--- src/pkg/tmr16_consts.vh ---
// Purpose: Constants for the 16-bit timer control block
// Assumes: Byte address is four times the register index
// Notes:   Field positions are bit numbers within a register
`ifndef TMR16_CONSTS_VH
`define TMR16_CONSTS_VH

// Register indices as printed
`define TMR16_IDX_MAIN      8'h00
`define TMR16_IDX_WAVE      8'h01
`define TMR16_IDX_OVR       8'h02
`define TMR16_IDX_SPLIT     8'h03
`define TMR16_IDX_ECLR      8'h04
`define TMR16_IDX_ESET      8'h05
`define TMR16_IDX_FCLR      8'h06
`define TMR16_IDX_FSET      8'h07
`define TMR16_IDX_CNT       8'h20
`define TMR16_IDX_PER       8'h26
`define TMR16_IDX_COMPARE_ZERO_VALUE      8'h28
`define TMR16_IDX_CMP1      8'h2A
`define TMR16_IDX_CMP2      8'h2C
`define TMR16_IDX_PERBUF    8'h36
`define TMR16_IDX_CMP0BUF   8'h38
`define TMR16_IDX_CMP1BUF   8'h3A
`define TMR16_IDX_CMP2BUF   8'h3C

// Field positions
`define TMR16_B_ENABLE      0
`define TMR16_B_STBY        7
`define TMR16_B_AUTO_LOCK_UPDATE       3
`define TMR16_B_CMPEN       4
`define TMR16_B_DIR         0
`define TMR16_B_LOCK        1
`define TMR16_B_CMD         2

// Waveform modes
`define TMR16_WG_NORMAL     3'h0
`define TMR16_WG_FREQ       3'h1
`define TMR16_WG_SINGLE     3'h3
`define TMR16_WG_DS_TOP     3'h5
`define TMR16_WG_DS_BOTH    3'h6
`define TMR16_WG_DS_BOT     3'h7

// Commands
`define TMR16_CMD_NONE      2'h0
`define TMR16_CMD_UPDATE    2'h1
`define TMR16_CMD_RESTART   2'h2
`define TMR16_CMD_HARDRST   2'h3

// Reset values
`define TMR16_RST_BYTE      8'h00
`define TMR16_RST_WORD      16'h0000
`define TMR16_RST_PER       16'hFFFF

// Bus answers
`define TMR16_RESP_OKAY     2'h0
`define TMR16_RESP_SLVERR   2'h2

`endif

--- src/rtl/tmr16_ctrl.v ---
// Purpose: Control registers, prescaler, counter and waveform logic of a 16-bit timer
// Assumes: AXI4-Lite slave on mclk, synchronous active-high reset
// Notes:   Notes on behaviour follow
// Notes on behaviour
// - standby_run one keeps the timer counting during Standby sleep; zero halts it.
// - prescale_select picks count clock divide of 1,2,4,8,16,64,256,1024.
// - Enable bit, bit 0 of main control, switches the timer off or on.
// - In waveform modes a compare output enable drives the channel onto its pin.
// - Auto-lock holds lock update until every enabled compare buffer is valid.
// - After auto-lock clears the lock, next UPDATE transfers buffers and relocks.
// - Without auto-lock, hardware never touches the lock update bit.
// - waveform_mode picks normal, frequency, single-slope or dual-slope; 2 and 4 reserved.
// - UPDATE and overflow points depend on the waveform mode as tabled.
// - Normal mode makes no waveform; others reach pins only when enabled.
// - While disabled, compare output value writes set waveform outputs directly.
// - Overrides reach a pad only when enabled; logic block output bypasses enable.
// - split_enable turns the timer into two independent 8-bit counters.
// - Writing one into a clear register clears that control bit.
// - Writing one into the set register sets that control bit.
// - Command 1 forces update, 2 restarts, 3 hard resets unless enabled.
// - The command field always reads as zero.
// - Lock clear lets UPDATE load buffers; lock set blocks that load.
// - A forced update transfers buffers even while locked.
// - Direction zero counts up, one counts down; hardware and software change it.
// - Compare buffer valid sets on buffer write, clears on update.
// - Period buffer valid sets on buffer write, clears on update.
//
// The AXI4-Lite register port was decided locally.
`timescale 1ns/1ns
`include "tmr16_consts.vh"

module tmr16_ctrl
(
    // Clock and reset
    input  wire        mclk,
    input  wire        sys_rst,
    // AXI4-Lite write address and data
    input  wire        s_axi_awvalid,
    output wire        s_axi_awready,
    input  wire [9:0]  s_axi_awaddr,
    input  wire        s_axi_wvalid,
    output wire        s_axi_wready,
    input  wire [31:0] s_axi_wdata,
    input  wire [3:0]  s_axi_wstrb,
    // AXI4-Lite write response
    output reg         s_axi_bvalid,
    input  wire        s_axi_bready,
    output reg  [1:0]  s_axi_bresp,
    // AXI4-Lite read
    input  wire        s_axi_arvalid,
    output wire        s_axi_arready,
    input  wire [9:0]  s_axi_araddr,
    output reg         s_axi_rvalid,
    input  wire        s_axi_rready,
    output reg  [31:0] s_axi_rdata,
    output reg  [1:0]  s_axi_rresp,
    // System state
    input  wire        standby_sleep,
    // Waveform and event outputs
    output reg  [2:0]  waveform_output_pad,
    output reg  [2:0]  waveform_output_pad_oe,
    output reg  [2:0]  waveform_output_clb,
    output reg         overflow_event,
    output reg         update_event
);

////////////////////////////////////////////////////////////////////////////////
// Register state

reg        enable_reg;
reg        standby_run_reg;
reg [2:0]  prescale_select_reg;
reg [2:0]  compare_output_enable_reg;
reg        auto_lock_update_reg;
reg [2:0]  waveform_mode_reg;
reg [2:0]  compare_output_value_reg;
reg        split_enable_reg;
reg        lock_update_reg;
reg        dir_reg;
reg [2:0]  compare_buffer_valid_reg;
reg        period_buffer_valid_reg;
reg [15:0] cnt_reg;
reg [15:0] per_reg;
reg [15:0] per_buf_reg;
reg [15:0] cmp_reg [0:2];
reg [15:0] compare_buffer_reg [0:2];
reg [9:0]  pre_reg;
reg [2:0]  wg_reg;
reg        stby_s1_reg;
reg        stby_s2_reg;

// Bus state
reg        aw_have_reg;
reg        w_have_reg;
reg [7:0]  waddr_reg;
reg [31:0] wdata_reg;
reg [3:0]  wstrb_reg;

integer i;

////////////////////////////////////////////////////////////////////////////////
// Bus handshakes

assign s_axi_awready = ~aw_have_reg & ~s_axi_bvalid;
assign s_axi_wready  = ~w_have_reg & ~s_axi_bvalid;
assign s_axi_arready = ~s_axi_rvalid;

wire       wr_fire = aw_have_reg & w_have_reg & ~s_axi_bvalid;
wire       wlo     = wr_fire & wstrb_reg[0];
wire       whi     = wr_fire & wstrb_reg[1];
wire [7:0] wb      = wdata_reg[7:0];

// Write hits per register
wire hit_main   = wlo & (waddr_reg == `TMR16_IDX_MAIN);
wire hit_wave   = wlo & (waddr_reg == `TMR16_IDX_WAVE);
wire hit_ovr    = wlo & (waddr_reg == `TMR16_IDX_OVR);
wire hit_split  = wlo & (waddr_reg == `TMR16_IDX_SPLIT);
wire hit_eclr   = wlo & (waddr_reg == `TMR16_IDX_ECLR);
wire hit_eset   = wlo & (waddr_reg == `TMR16_IDX_ESET);
wire hit_fclr   = wlo & (waddr_reg == `TMR16_IDX_FCLR);
wire hit_fset   = wlo & (waddr_reg == `TMR16_IDX_FSET);
wire hit_perbuf = wr_fire & (waddr_reg == `TMR16_IDX_PERBUF);
wire [2:0] hit_cmpbuf;
assign hit_cmpbuf[0] = wr_fire & (waddr_reg == `TMR16_IDX_CMP0BUF);
assign hit_cmpbuf[1] = wr_fire & (waddr_reg == `TMR16_IDX_CMP1BUF);
assign hit_cmpbuf[2] = wr_fire & (waddr_reg == `TMR16_IDX_CMP2BUF);

// Command decode from either half of the set/clear pair
wire [1:0] cmd = (hit_eclr | hit_eset) ? wb[`TMR16_B_CMD+1:`TMR16_B_CMD] : `TMR16_CMD_NONE;
wire force_upd = (cmd == `TMR16_CMD_UPDATE);
wire force_rst = (cmd == `TMR16_CMD_RESTART);
wire hard_rst  = (cmd == `TMR16_CMD_HARDRST) & ~enable_reg;

////////////////////////////////////////////////////////////////////////////////
// Prescaler and count tick

reg [9:0] pre_mask;
always @*
begin
    case (prescale_select_reg)
        3'h0:    pre_mask = 10'h000;
        3'h1:    pre_mask = 10'h001;
        3'h2:    pre_mask = 10'h003;
        3'h3:    pre_mask = 10'h007;
        3'h4:    pre_mask = 10'h00F;
        3'h5:    pre_mask = 10'h03F;
        3'h6:    pre_mask = 10'h0FF;
        default: pre_mask = 10'h3FF;
    endcase
end

wire run  = enable_reg & (standby_run_reg | ~stby_s2_reg);
wire tick = run & ((pre_reg & pre_mask) == pre_mask);

////////////////////////////////////////////////////////////////////////////////
// Counting events

wire        dual   = (waveform_mode_reg == `TMR16_WG_DS_TOP) | (waveform_mode_reg == `TMR16_WG_DS_BOTH) |
                     (waveform_mode_reg == `TMR16_WG_DS_BOT);
wire [15:0] top    = (waveform_mode_reg == `TMR16_WG_FREQ) ? cmp_reg[0] : per_reg;
wire        at_top = tick & ~dir_reg & (cnt_reg == top);
wire        at_bot = tick & dir_reg & (cnt_reg == `TMR16_RST_WORD);
wire        lo_unf = tick & (cnt_reg[7:0] == 8'h00);
wire        hi_unf = tick & (cnt_reg[15:8] == 8'h00);

// UPDATE and overflow points per mode
reg upd_cond;
reg ovf_cond;
always @*
begin
    upd_cond = 1'b0;
    ovf_cond = 1'b0;
    if (split_enable_reg)
    begin
        ovf_cond = lo_unf;
    end
    else
    begin
        case (waveform_mode_reg)
            `TMR16_WG_NORMAL, `TMR16_WG_FREQ, `TMR16_WG_SINGLE:
            begin
                upd_cond = at_top | at_bot;
                ovf_cond = at_top | at_bot;
            end
            `TMR16_WG_DS_TOP:
            begin
                upd_cond = at_bot;
                ovf_cond = at_top;
            end
            `TMR16_WG_DS_BOTH:
            begin
                upd_cond = at_bot;
                ovf_cond = at_top | at_bot;
            end
            `TMR16_WG_DS_BOT:
            begin
                upd_cond = at_bot;
                ovf_cond = at_bot;
            end
            default:
            begin
                upd_cond = 1'b0;
                ovf_cond = 1'b0;
            end
        endcase
    end
end

wire xfer     = (upd_cond & ~lock_update_reg) | force_upd;
wire all_bv   = &(compare_buffer_valid_reg | ~compare_output_enable_reg);
wire wg_pins  = (waveform_mode_reg != `TMR16_WG_NORMAL) & ~split_enable_reg;

////////////////////////////////////////////////////////////////////////////////
// Synchroniser for the standby sleep level

always @(posedge mclk)
begin
    if (sys_rst)
    begin
        stby_s1_reg <= 1'b0;
        stby_s2_reg <= 1'b0;
    end
    else
    begin
        stby_s1_reg <= standby_sleep;
        stby_s2_reg <= stby_s1_reg;
    end
end

////////////////////////////////////////////////////////////////////////////////
// Timer core and control registers

always @(posedge mclk)
begin
    if (sys_rst | hard_rst)
    begin
        enable_reg                <= 1'b0;
        standby_run_reg           <= 1'b0;
        prescale_select_reg       <= 3'h0;
        compare_output_enable_reg <= 3'h0;
        auto_lock_update_reg      <= 1'b0;
        waveform_mode_reg         <= `TMR16_WG_NORMAL;
        compare_output_value_reg  <= 3'h0;
        split_enable_reg          <= 1'b0;
        lock_update_reg           <= 1'b0;
        dir_reg                   <= 1'b0;
        compare_buffer_valid_reg  <= 3'h0;
        period_buffer_valid_reg   <= 1'b0;
        cnt_reg                   <= `TMR16_RST_WORD;
        per_reg                   <= `TMR16_RST_PER;
        per_buf_reg               <= `TMR16_RST_PER;
        pre_reg                   <= 10'h000;
        wg_reg                    <= 3'h0;
        overflow_event            <= 1'b0;
        update_event              <= 1'b0;
        for (i = 0; i < 3; i = i + 1)
        begin
            cmp_reg[i]            <= `TMR16_RST_WORD;
            compare_buffer_reg[i] <= `TMR16_RST_WORD;
        end
    end
    else
    begin
        overflow_event <= ovf_cond;
        update_event   <= upd_cond;
        // Prescaler runs only while counting is allowed
        if (run)
            pre_reg <= pre_reg + 10'h001;
        // Counter stepping
        if (tick & split_enable_reg)
        begin
            // Two 8-bit down counters reloading from the period bytes
            cnt_reg[7:0]  <= lo_unf ? per_reg[7:0] : cnt_reg[7:0] - 8'h01;
            cnt_reg[15:8] <= hi_unf ? per_reg[15:8] : cnt_reg[15:8] - 8'h01;
        end
        else if (tick & dual)
        begin
            if (at_top)
            begin
                dir_reg <= 1'b1;
                cnt_reg <= cnt_reg - 16'h0001;
            end
            else if (at_bot)
            begin
                dir_reg <= 1'b0;
                cnt_reg <= cnt_reg + 16'h0001;
            end
            else
                cnt_reg <= dir_reg ? cnt_reg - 16'h0001 : cnt_reg + 16'h0001;
        end
        else if (tick)
        begin
            if (at_top)
                cnt_reg <= `TMR16_RST_WORD;
            else if (at_bot)
                cnt_reg <= top;
            else
                cnt_reg <= dir_reg ? cnt_reg - 16'h0001 : cnt_reg + 16'h0001;
        end
        // Waveform generator
        if (~enable_reg & hit_ovr)
            wg_reg <= wb[2:0];
        else if (tick & wg_pins)
        begin
            if (waveform_mode_reg == `TMR16_WG_FREQ)
                wg_reg[0] <= wg_reg[0] ^ at_top;
            else
                for (i = 0; i < 3; i = i + 1)
                    wg_reg[i] <= (cnt_reg < cmp_reg[i]);
        end
        // Buffer transfer on UPDATE or forced update
        if (xfer)
        begin
            if (period_buffer_valid_reg)
                per_reg <= per_buf_reg;
            period_buffer_valid_reg <= 1'b0;
            for (i = 0; i < 3; i = i + 1)
                if (compare_buffer_valid_reg[i])
                    cmp_reg[i] <= compare_buffer_reg[i];
            compare_buffer_valid_reg <= 3'h0;
        end
        // Auto-lock sequencing of the lock bit
        // Without auto-lock only software writes move the lock bit
        if (auto_lock_update_reg)
        begin
            if (upd_cond & ~lock_update_reg)
                lock_update_reg <= 1'b1;
            else if (lock_update_reg & all_bv)
                lock_update_reg <= 1'b0;
        end
        // Forced restart keeps configuration
        if (force_rst)
        begin
            cnt_reg <= `TMR16_RST_WORD;
            dir_reg <= 1'b0;
            pre_reg <= 10'h000;
        end
        // Plain control writes
        if (hit_main)
        begin
            standby_run_reg     <= wb[`TMR16_B_STBY];
            prescale_select_reg <= wb[3:1];
            enable_reg          <= wb[`TMR16_B_ENABLE];
        end
        if (hit_wave)
        begin
            compare_output_enable_reg <= wb[6:4];
            auto_lock_update_reg      <= wb[`TMR16_B_AUTO_LOCK_UPDATE];
            waveform_mode_reg         <= wb[2:0];
            if (wb[`TMR16_B_AUTO_LOCK_UPDATE])
                lock_update_reg <= 1'b1;
        end
        if (hit_ovr)
            compare_output_value_reg <= wb[2:0];
        if (hit_split)
            split_enable_reg <= wb[0];
        // Set and clear pairs, zero bits leave state alone
        if (hit_eclr)
        begin
            if (wb[`TMR16_B_LOCK])
                lock_update_reg <= 1'b0;
            if (wb[`TMR16_B_DIR])
                dir_reg <= 1'b0;
        end
        if (hit_eset)
        begin
            if (wb[`TMR16_B_LOCK])
                lock_update_reg <= 1'b1;
            if (wb[`TMR16_B_DIR])
                dir_reg <= 1'b1;
        end
        if (hit_fclr)
        begin
            compare_buffer_valid_reg <= compare_buffer_valid_reg & ~wb[3:1];
            period_buffer_valid_reg  <= period_buffer_valid_reg & ~wb[0];
        end
        if (hit_fset)
        begin
            compare_buffer_valid_reg <= compare_buffer_valid_reg | wb[3:1];
            period_buffer_valid_reg  <= period_buffer_valid_reg | wb[0];
        end
        // Buffer writes set their valid flag and win over a same-cycle clear
        if (hit_perbuf)
        begin
            if (wstrb_reg[0])
                per_buf_reg[7:0] <= wb;
            if (wstrb_reg[1])
                per_buf_reg[15:8] <= wdata_reg[15:8];
            period_buffer_valid_reg <= 1'b1;
        end
        for (i = 0; i < 3; i = i + 1)
            if (hit_cmpbuf[i])
            begin
                if (wstrb_reg[0])
                    compare_buffer_reg[i][7:0] <= wb;
                if (wstrb_reg[1])
                    compare_buffer_reg[i][15:8] <= wdata_reg[15:8];
                compare_buffer_valid_reg[i] <= 1'b1;
            end
    end
end

////////////////////////////////////////////////////////////////////////////////
// Output routing

always @(posedge mclk)
begin
    if (sys_rst)
    begin
        waveform_output_pad    <= 3'h0;
        waveform_output_pad_oe <= 3'h0;
        waveform_output_clb    <= 3'h0;
    end
    else
    begin
        waveform_output_pad    <= wg_reg & compare_output_enable_reg;
        waveform_output_pad_oe <= compare_output_enable_reg;
        waveform_output_clb    <= wg_reg;
    end
end

////////////////////////////////////////////////////////////////////////////////
// Read data selection

reg [15:0] rd_val;
reg        rd_ok;
always @*
begin
    rd_ok  = 1'b1;
    rd_val = `TMR16_RST_WORD;
    case (s_axi_araddr[9:2])
        `TMR16_IDX_MAIN:    rd_val = {8'h00, standby_run_reg, 3'h0, prescale_select_reg, enable_reg};
        `TMR16_IDX_WAVE:    rd_val = {8'h00, 1'b0, compare_output_enable_reg, auto_lock_update_reg,
                                      waveform_mode_reg};
        `TMR16_IDX_OVR:     rd_val = {13'h0000, compare_output_value_reg};
        `TMR16_IDX_SPLIT:   rd_val = {15'h0000, split_enable_reg};
        `TMR16_IDX_ECLR,
        `TMR16_IDX_ESET:    rd_val = {14'h0000, lock_update_reg, dir_reg};
        `TMR16_IDX_FCLR,
        `TMR16_IDX_FSET:    rd_val = {12'h000, compare_buffer_valid_reg, period_buffer_valid_reg};
        `TMR16_IDX_CNT:     rd_val = cnt_reg;
        `TMR16_IDX_PER:     rd_val = per_reg;
        `TMR16_IDX_COMPARE_ZERO_VALUE:    rd_val = cmp_reg[0];
        `TMR16_IDX_CMP1:    rd_val = cmp_reg[1];
        `TMR16_IDX_CMP2:    rd_val = cmp_reg[2];
        `TMR16_IDX_PERBUF:  rd_val = per_buf_reg;
        `TMR16_IDX_CMP0BUF: rd_val = compare_buffer_reg[0];
        `TMR16_IDX_CMP1BUF: rd_val = compare_buffer_reg[1];
        `TMR16_IDX_CMP2BUF: rd_val = compare_buffer_reg[2];
        default:            rd_ok  = 1'b0;
    endcase
end

// Write address of the held request must be mapped to answer OKAY
wire wr_ok = (waddr_reg <= `TMR16_IDX_FSET) | (waddr_reg == `TMR16_IDX_PERBUF) |
             (waddr_reg == `TMR16_IDX_CMP0BUF) | (waddr_reg == `TMR16_IDX_CMP1BUF) |
             (waddr_reg == `TMR16_IDX_CMP2BUF);

////////////////////////////////////////////////////////////////////////////////
// AXI4-Lite channel state

always @(posedge mclk)
begin
    if (sys_rst)
    begin
        aw_have_reg  <= 1'b0;
        w_have_reg   <= 1'b0;
        waddr_reg    <= 8'h00;
        wdata_reg    <= 32'h0000_0000;
        wstrb_reg    <= 4'h0;
        s_axi_bvalid <= 1'b0;
        s_axi_bresp  <= `TMR16_RESP_OKAY;
        s_axi_rvalid <= 1'b0;
        s_axi_rdata  <= 32'h0000_0000;
        s_axi_rresp  <= `TMR16_RESP_OKAY;
    end
    else
    begin
        if (s_axi_awvalid & s_axi_awready)
        begin
            aw_have_reg <= 1'b1;
            waddr_reg   <= s_axi_awaddr[9:2];
        end
        if (s_axi_wvalid & s_axi_wready)
        begin
            w_have_reg <= 1'b1;
            wdata_reg  <= s_axi_wdata;
            wstrb_reg  <= s_axi_wstrb;
        end
        if (wr_fire)
        begin
            aw_have_reg  <= 1'b0;
            w_have_reg   <= 1'b0;
            s_axi_bvalid <= 1'b1;
            s_axi_bresp  <= wr_ok ? `TMR16_RESP_OKAY : `TMR16_RESP_SLVERR;
        end
        else if (s_axi_bready)
            s_axi_bvalid <= 1'b0;
        if (s_axi_arvalid & s_axi_arready)
        begin
            s_axi_rvalid <= 1'b1;
            s_axi_rdata  <= {16'h0000, rd_val};
            s_axi_rresp  <= rd_ok ? `TMR16_RESP_OKAY : `TMR16_RESP_SLVERR;
        end
        else if (s_axi_rready)
            s_axi_rvalid <= 1'b0;
    end
end

endmodule // tmr16_ctrl

--- config.mk ---
export PLATFORM = sky130hd
export DESIGN_NAME = tmr16_ctrl
export DESIGN_NICKNAME = d
export VERILOG_FILES = /design/src/rtl/tmr16_ctrl.v
export VERILOG_INCLUDE_DIRS = /design/src /design/src/pkg
export SDC_FILE = /design/constraint.sdc
export NUM_CORES = 1
export LEC_CHECK = 0
export ABC_AREA = 1
export ABC_CLOCK_PERIOD_IN_PS = 3200
export BUFFER_PORTS_ARGS = -buffer_cell sky130_fd_sc_hd__buf_4
export CORE_ASPECT_RATIO = 1.75
export CORE_MARGIN = 4
export CORE_UTILIZATION = 55
export DETAILED_ROUTE_END_ITERATION = 8
export GPL_ROUTABILITY_DRIVEN = 0
export GPL_TIMING_DRIVEN = 1
export PLACE_DENSITY = 0.81
export SYNTH_ARGS = -nofsm -noshare
export SYNTH_HDL_FRONTEND = slang
export SYNTH_SLANG_ARGS = --single-unit
--- constraint.sdc ---
create_clock -name mclk -period 3.2 [get_ports mclk]
set_input_delay 0.64 -clock mclk [delete_from_list [all_inputs] [get_ports mclk]]
set_output_delay 0.64 -clock mclk [all_outputs]
set_load 0.01 [all_outputs]
==> results of run 1 <==
==> synth_stat cells, types with 31 or more instances <==
library cell	number	share of area [%]
sky130_fd_sc_hd__inv_1	258	7.0
sky130_fd_sc_hd__edfxtp_1	96	21
sky130_fd_sc_hd__xor2_1	31	2.0
sky130_fd_sc_hd__nand2_1	403	11
sky130_fd_sc_hd__a21oi_1	154	5.5
sky130_fd_sc_hd__o21ai_0	97	3.5
sky130_fd_sc_hd__nand3_1	126	4.5
sky130_fd_sc_hd__nor2_1	146	3.9
sky130_fd_sc_hd__o22ai_1	41	1.8
sky130_fd_sc_hd__ha_1	50	4.5
sky130_fd_sc_hd__dfxtp_1	144	21
sky130_fd_sc_hd__clkbuf_1	48	1.3
==> power by group <==
| group | switching [W] | leakage (nW) | internal (W) | total [W] |
|---|---|---|---|---|
| logic | 0.000261 | 4.57 | 0.000120 | 0.000381 |
| registers | 0.0000650 | 2.16 | 0.00325 | 0.00332 |
| clock network | 0.00123 | 0.351 | 0.00143 | 0.00265 |
==> worst max path at each step <==
| stage | from | to | slack [ns] | cells past startpoint |
|---|---|---|---|---|
| 3_5_place_dp | waveform_mode_reg[1] | cmp_reg[0][16] | 0.08 | 16 |
| 6_report | waveform_mode_reg[0] | cmp_reg[0][16] | 0.15 | 15 |
| 4_1_cts | waveform_mode_reg[1] | cmp_reg[0][16] | 0.04 | 16 |
| 5_1_grt | waddr_reg[7] | cmp_reg[0][34] | 0.02 | 14 |
| 2_1_floorplan | cnt_reg[0] | cmp_reg[0][0] | -0.38 | 13 |
| 3_3_place_gp | waveform_mode_reg[1] | cmp_reg[0][14] | 0.19 | 16 |
==> layout make-up <==
class,instances,area (sq um),share of cell area (%)
tap,312,390,2.47
multi-input combinational,1275,6760,42.7
clock buffer,26,587,3.71
inverter,267,1010,6.37
timing repair buffer,147,1180,7.48
clock inverter,14,121,0.767
sequential,240,5770,36.5
==> per-layer routing <==
layer  part of all wire [%]  vias up
met3                    9.0      279
li1                       -     6398
met5                      0        -
met1                     32     6299
met4                     10        0
met2                     49      933
==> per-stage QoR <==
stage	hold WS [ns]	worst slack, ns	utilization (%)
after global placement	0.393	0.195	60.9
after CTS	0.321	0.0377	63.8
after global routing	0.333	0.0233	64.0
final	0.330	0.151	64.0
after detailed placement	0.401	0.0752	60.9
after floorplan	0.388	-0.376	-
==> logic make-up (layout without fill, tap and decap cells) <==
group / count (synthesis) / in the layout / share of synthesized area (%)
adders and majority gates: 50 / 50 / 4.50
AOI/OAI and AO/OA: 404 / 404 / 17.4
other: 1 / 18 / 0.0270
xor gates and xnor gates: 34 / 34 / 2.14
DFF: 240 / 240 / 41.5
buffers and inverters: 357 / 454 / 10.6
and+or+nand+nor: 769 / 769 / 23.8
==> what timing repair did <==
action                     in CTS  in global routing
gates resized for setup         0                 16
setup endpoints to repair       0                194
setup buffers                   0                  0
==> critical path: stages (launching register included) <==
cell                       delay, ns
sky130_fd_sc_hd__dfxtp_2        0.43
sky130_fd_sc_hd__inv_2          0.10
sky130_fd_sc_hd__nor2_4         0.28
sky130_fd_sc_hd__nand3_1        0.14
sky130_fd_sc_hd__nand3_1        0.23
sky130_fd_sc_hd__nand2_1        0.08
sky130_fd_sc_hd__nor2_1         0.10
sky130_fd_sc_hd__nand2_1        0.14
sky130_fd_sc_hd__nor2_4         0.18
sky130_fd_sc_hd__nand3_4        0.10
sky130_fd_sc_hd__nand2_4        0.12
sky130_fd_sc_hd__nand3_4        0.11
sky130_fd_sc_hd__nand2_2        0.18
sky130_fd_sc_hd__nand3_4        0.16
sky130_fd_sc_hd__buf_12         0.23
sky130_fd_sc_hd__a21boi_0       0.25
==> impl_metrics.toml, run 1 <==
[die]
die_width_um = 128
core_area_sq_um = 24700
floorplan.initialDensity_pct = 56.2
dieHeight_um = 218
die_area_sq_um = 28000
placementRows = 76
io-pin-count = 116

[flow_run]
drv.max_cap_violation_count = 0

[synthesis]
synthesis.area_sq_um = 13900
synth_sequential_area_ratio_pct = 41.5
proportion_of_register_bits_with_asynchronous_set_or_reset_after_synthesis_pct = 0
syn-instance-count = 1855
number_of_enable_flip_flop_cells_after_synthesis = 96
postSynth.topFlopCell = "sky130_fd_sc_hd__dfxtp_1"
syn_area_per_cell_sq_um = 7.49
synth_register_bits = 240
yosys.cell_types.count = 52
yosys_warnings = 0

[timing]
max_clock_freq_mhz = 328
number_of_slew_limit_violations_in_the_final_report = 0
rsz_0062_raised_after_global_routing = "false"
timing.slew.headroom_pct = 28.4
actual_transition_at_the_worst_max_transition_pin_ns = 1.06
finalClockSkew_ns = 0.0159
setup_viol = 0
tns_ns = 0
hold_viol = 0
final_min_period_over_clock_period_pct = 95.3
period_needed_ns = 3.05

[detailed_routing]
via_per_inst = 6.10
dr_vias = 13900
totalWireLength_mm = 45.0
first_pass_iters = 8
drt.antenna.violating_nets = 0
drt-initial-drc-count = 1895
route.detailed.wl_per_inst_um = 19.7
post-route-drc-count = 0

[finish]
nets = 2068
layout_overhead_on_the_synthesized_area_pct = 13.9
nFillCells = 2115
layout.cell_area.non_filler_sq_um = 15800
drive_gt1_share_pct = 12.2
highest_count_cells_in_the_layout_ignoring_fill_and_taps = "sky130_fd_sc_hd__nand2_1 (401), sky130_fd_sc_hd__inv_1 (258), sky130_fd_sc_hd__a21oi_1 (154)"
finalNonFillerCells = 2281
antennaDiodeCount = 0
layout.cells.most_common = "sky130_fd_sc_hd__nand2_1"

[placed_design]
buffers_added_on_ports = 75
dp_hpwl_mm = 34.1
dp.cells = 2241
place_area_sq_um = 15100

[worst_setup_path]
ff2ff_path_depth = 15
r2r-start = "waveform_mode_reg[0]"
setup.worst_path.start_class = "register"
worst-r2r-setup-slack_ns = 0.15
timing.critical_path.fanout_max = 42
critical_path_arrival_ns = 3.38
reg2reg_to = "cmp_reg[0][16]"
critPathRequiredTime_ns = 3.53
critical_path_class = "reg -> reg"
type_of_element_capturing_the_critical_path = "register"

[pwr]
power_density_nw_per_um2 = 402
ir_worst_vdd_v = 0.000632
power_leakage_nw = 7.08
p_total_w = 0.00635

[global_route]
grt-busiest-layer = "met2"
globalRoute.totalOverflow = 0
grtUsageMet1_pct = 33.7
gr-usage-met2_pct = 54.2
grt_use_total_pct = 31.5
grt_start_max_net_pins = 43
grt_pass1_vias = 13300
antenna_violations_before_repair = 0
met3_usage_pct = 4.28
wire_length_of_the_first_global_routing_pass_mm = 69.1

[clocking]
clk_latency_worst_skew_pair_ns = 0.53
clock_path_buffers = 3
cts_tree = "yes"
cts_root_buf = "sky130_fd_sc_hd__clkbuf_16"
numClockSinks = 240
htree_levels = 1
clock_pin_transition_on_the_worst_setup_and_hold_timing_paths_ns = 0.06
tritoncts.num_buffers = 23
post_cts_hold_buffer_count = 0

[run_status]
result_of_the_run = "finished clean"

[worst_hold_path]
hold_path_end = "stby_s1_reg"
hold-path-cell-count = 3
worstHoldPathType = "in -> reg"
hold_start = "standby_sleep"
No activity file was read; power rests on OpenSTA's default activity.
==> run 2, diff against run 1 <==
CELL_PAD_IN_SITES_DETAIL_PLACEMENT = 0   (was unset)
CELL_PAD_IN_SITES_GLOBAL_PLACEMENT = 1   (was unset)
CORE_UTILIZATION = 40   (was 55)
PLACE_DENSITY = 0.8   (was 0.81)
==> impl_metrics.toml, run 2 (synthesized netlist as in run 1, its figures left out) <==
[run_status]
result_of_the_run = "finished clean"

[timing]
number_of_slew_limit_violations_in_the_final_report = 0
timing.final.ws_setup_ns = 0.181
finalClockSkew_ns = 0.0341
rsz_0062_raised_after_global_routing = "false"
hold_viol = 0
max_clock_freq_mhz = 331
timing.slew.headroom_pct = 33.7
setup_viol = 0
period_needed_ns = 3.02
actual_transition_at_the_worst_max_transition_pin_ns = 0.993
final_min_period_over_clock_period_pct = 94.3

[clocking]
htree_levels = 1
tritoncts.num_buffers = 24
cts_root_buf = "sky130_fd_sc_hd__clkbuf_16"
numClockSinks = 240
cts_tree = "yes"
clk_latency_worst_skew_pair_ns = 0.55
post_cts_hold_buffer_count = 0
clock_pin_transition_on_the_worst_setup_and_hold_timing_paths_ns = 0.06
clock_path_buffers = 3

[worst_setup_path]
critical_path_class = "reg -> reg"
ff2ff_path_depth = 15
cpPeakStageDelay_ns = 0.42
critPathRequiredTime_ns = 3.43
timing_startpoint_of_the_critical_path = "waveform_mode_reg[0]"
crit_path_cell_trace = "inv_2 > nor2_4 > nand3_1 > nand3_1 > nand2_1 > nor2_1 > nand2_1 > nor2_4 > nand3_4 > nand2_4 > nand3_4 > nand2_2 > inv_1 > o21ai_1 > buf_12"
cp.depth = 15
timing.critical_path.fanout_max = 16
critical_path_arrival_ns = 3.25
slowest_stage = "sky130_fd_sc_hd__dfxtp_2"
type_of_element_capturing_the_critical_path = "register"
critPathTopFamily = "simple AND/OR/NAND/NOR gates"
r2r-start = "waveform_mode_reg[0]"
setup.worst_path.start_class = "register"
crit_buf_inv = 3

[detailed_routing]
post-route-drc-count = 0
drt-initial-drc-count = 868
first_pass_iters = 5
dr_vias = 13100
drt.antenna.violating_nets = 0
route.detailed.wl_per_inst_um = 19.5
totalWireLength_mm = 47.9
via_per_inst = 5.35

[global_route]
grt_start_max_net_pins = 49
grt_pass1_vias = 12900
antenna_violations_before_repair = 0
wire_length_of_the_first_global_routing_pass_mm = 72.6
globalRoute.totalOverflow = 0
grt_use_total_pct = 24.9

[finish]
finalNonFillerCells = 2457
highest_count_cells_in_the_layout_ignoring_fill_and_taps = "sky130_fd_sc_hd__nand2_1 (402), sky130_fd_sc_hd__inv_1 (257), sky130_fd_sc_hd__buf_4 (161)"
drive_gt1_share_pct = 13.2
multi_input_combinational_cell_area_sq_um = 6740
layout.cells.most_common = "sky130_fd_sc_hd__nand2_1"
nets = 2093
nFillCells = 3482
antennaDiodeCount = 0
ff_latch_area_sq_um = 5770
final_core_util_pct = 47.4
layout_overhead_on_the_synthesized_area_pct = 17.2

[die]
die_area_sq_um = 37900
placementRows = 90
io-pin-count = 116
die_width_um = 149
floorplan.initialDensity_pct = 40.4
dieHeight_um = 255
core_area_sq_um = 34300

[pwr]
ir_worst_vdd_v = 0.000434
p_total_w = 0.00662
power_leakage_nw = 7.25
power_density_nw_per_um2 = 406

[placed_design]
preCtsSetupSlack_ns = 0.0668
dp.cells = 2407
buffers_added_on_ports = 75
dp_hpwl_mm = 38.1

[worst_hold_path]
worstHoldPathType = "in -> reg"
hold_start = "standby_sleep"
hold-path-cell-count = 3

[flow_run]
drv.max_cap_violation_count = 0
==> run 2: cell types whose count changed in the layout (fill, tap and decap cells not counted), sizes merged <==
cell and change:
inv -4, clkinvlp -1, bufinv +1, buf +23
clkbuf +7, nor2 +1, clkinv +1
==> run 2: tightest hold or removal path: stages <==
cell and delay [ns]:
sky130_fd_sc_hd__buf_4 0.08, sky130_fd_sc_hd__inv_1 0.03, sky130_fd_sc_hd__nor2_1 0.06
==> run 2: report_power, final <==
part / switching, W / leakage [nW] / internal [W] / total (W)
registers: 0.0000615 / 2.16 / 0.00325 / 0.00331
clock network: 0.00124 / 0.391 / 0.00167 / 0.00291
logic: 0.000265 / 4.70 / 0.000126 / 0.000392
total: 0.00157 / 7.25 / 0.00505 / 0.00662
==> run 2: cell type report <==
type                    instances  share of cell area, %
repair buffers                170                   8.48
clock inverters                11                  0.715
flip-flops and latches        240                   35.5
multi-input cells            1276                   41.4
well taps                     460                   3.54
inverters                     267                   6.17
clock buffers                  33                   4.21
==> run 2: what timing repair did <==
| item | CTS | global route |
|---|---|---|
| gates resized for setup | 0 | 10 |
| endpoints found under the setup margin | 0 | 140 |
| setup buffers | 0 | 5 |
==> run 2: final timing paths <==
path                                        to  slack [ns]
worst max-delay path            cmp_reg[0][41]        0.18
worst min-delay path               stby_s1_reg        0.30
worst max register to register  cmp_reg[0][41]        0.18
worst min register to register     stby_s2_reg        0.41
==> run 2: metrics by stage <==
stage | instance area (sq um) | hold WS, ns | TNS (ns)
after floorplan | 14000 | 0.388 | -18.04
after global placement | 15400 | 0.401 | 0
after detailed placement | 15400 | 0.409 | 0
after CTS | 16200 | 0.283 | 0
after global routing | 16300 | 0.314 | 0
final | 16300 | 0.299 | 0
==> run 2: per-layer routing <==
| layer | share of wire (%) | up-vias | track usage, % |
|---|---|---|---|
| li1 | - | 6430 | - |
| met1 | 35 | 6042 | 26.4 |
| met2 | 51 | 479 | 45.5 |
| met3 | 4.8 | 190 | 2.28 |
| met4 | 9.5 | 0 | 18.5 |
| met5 | 0 | - | 0 |
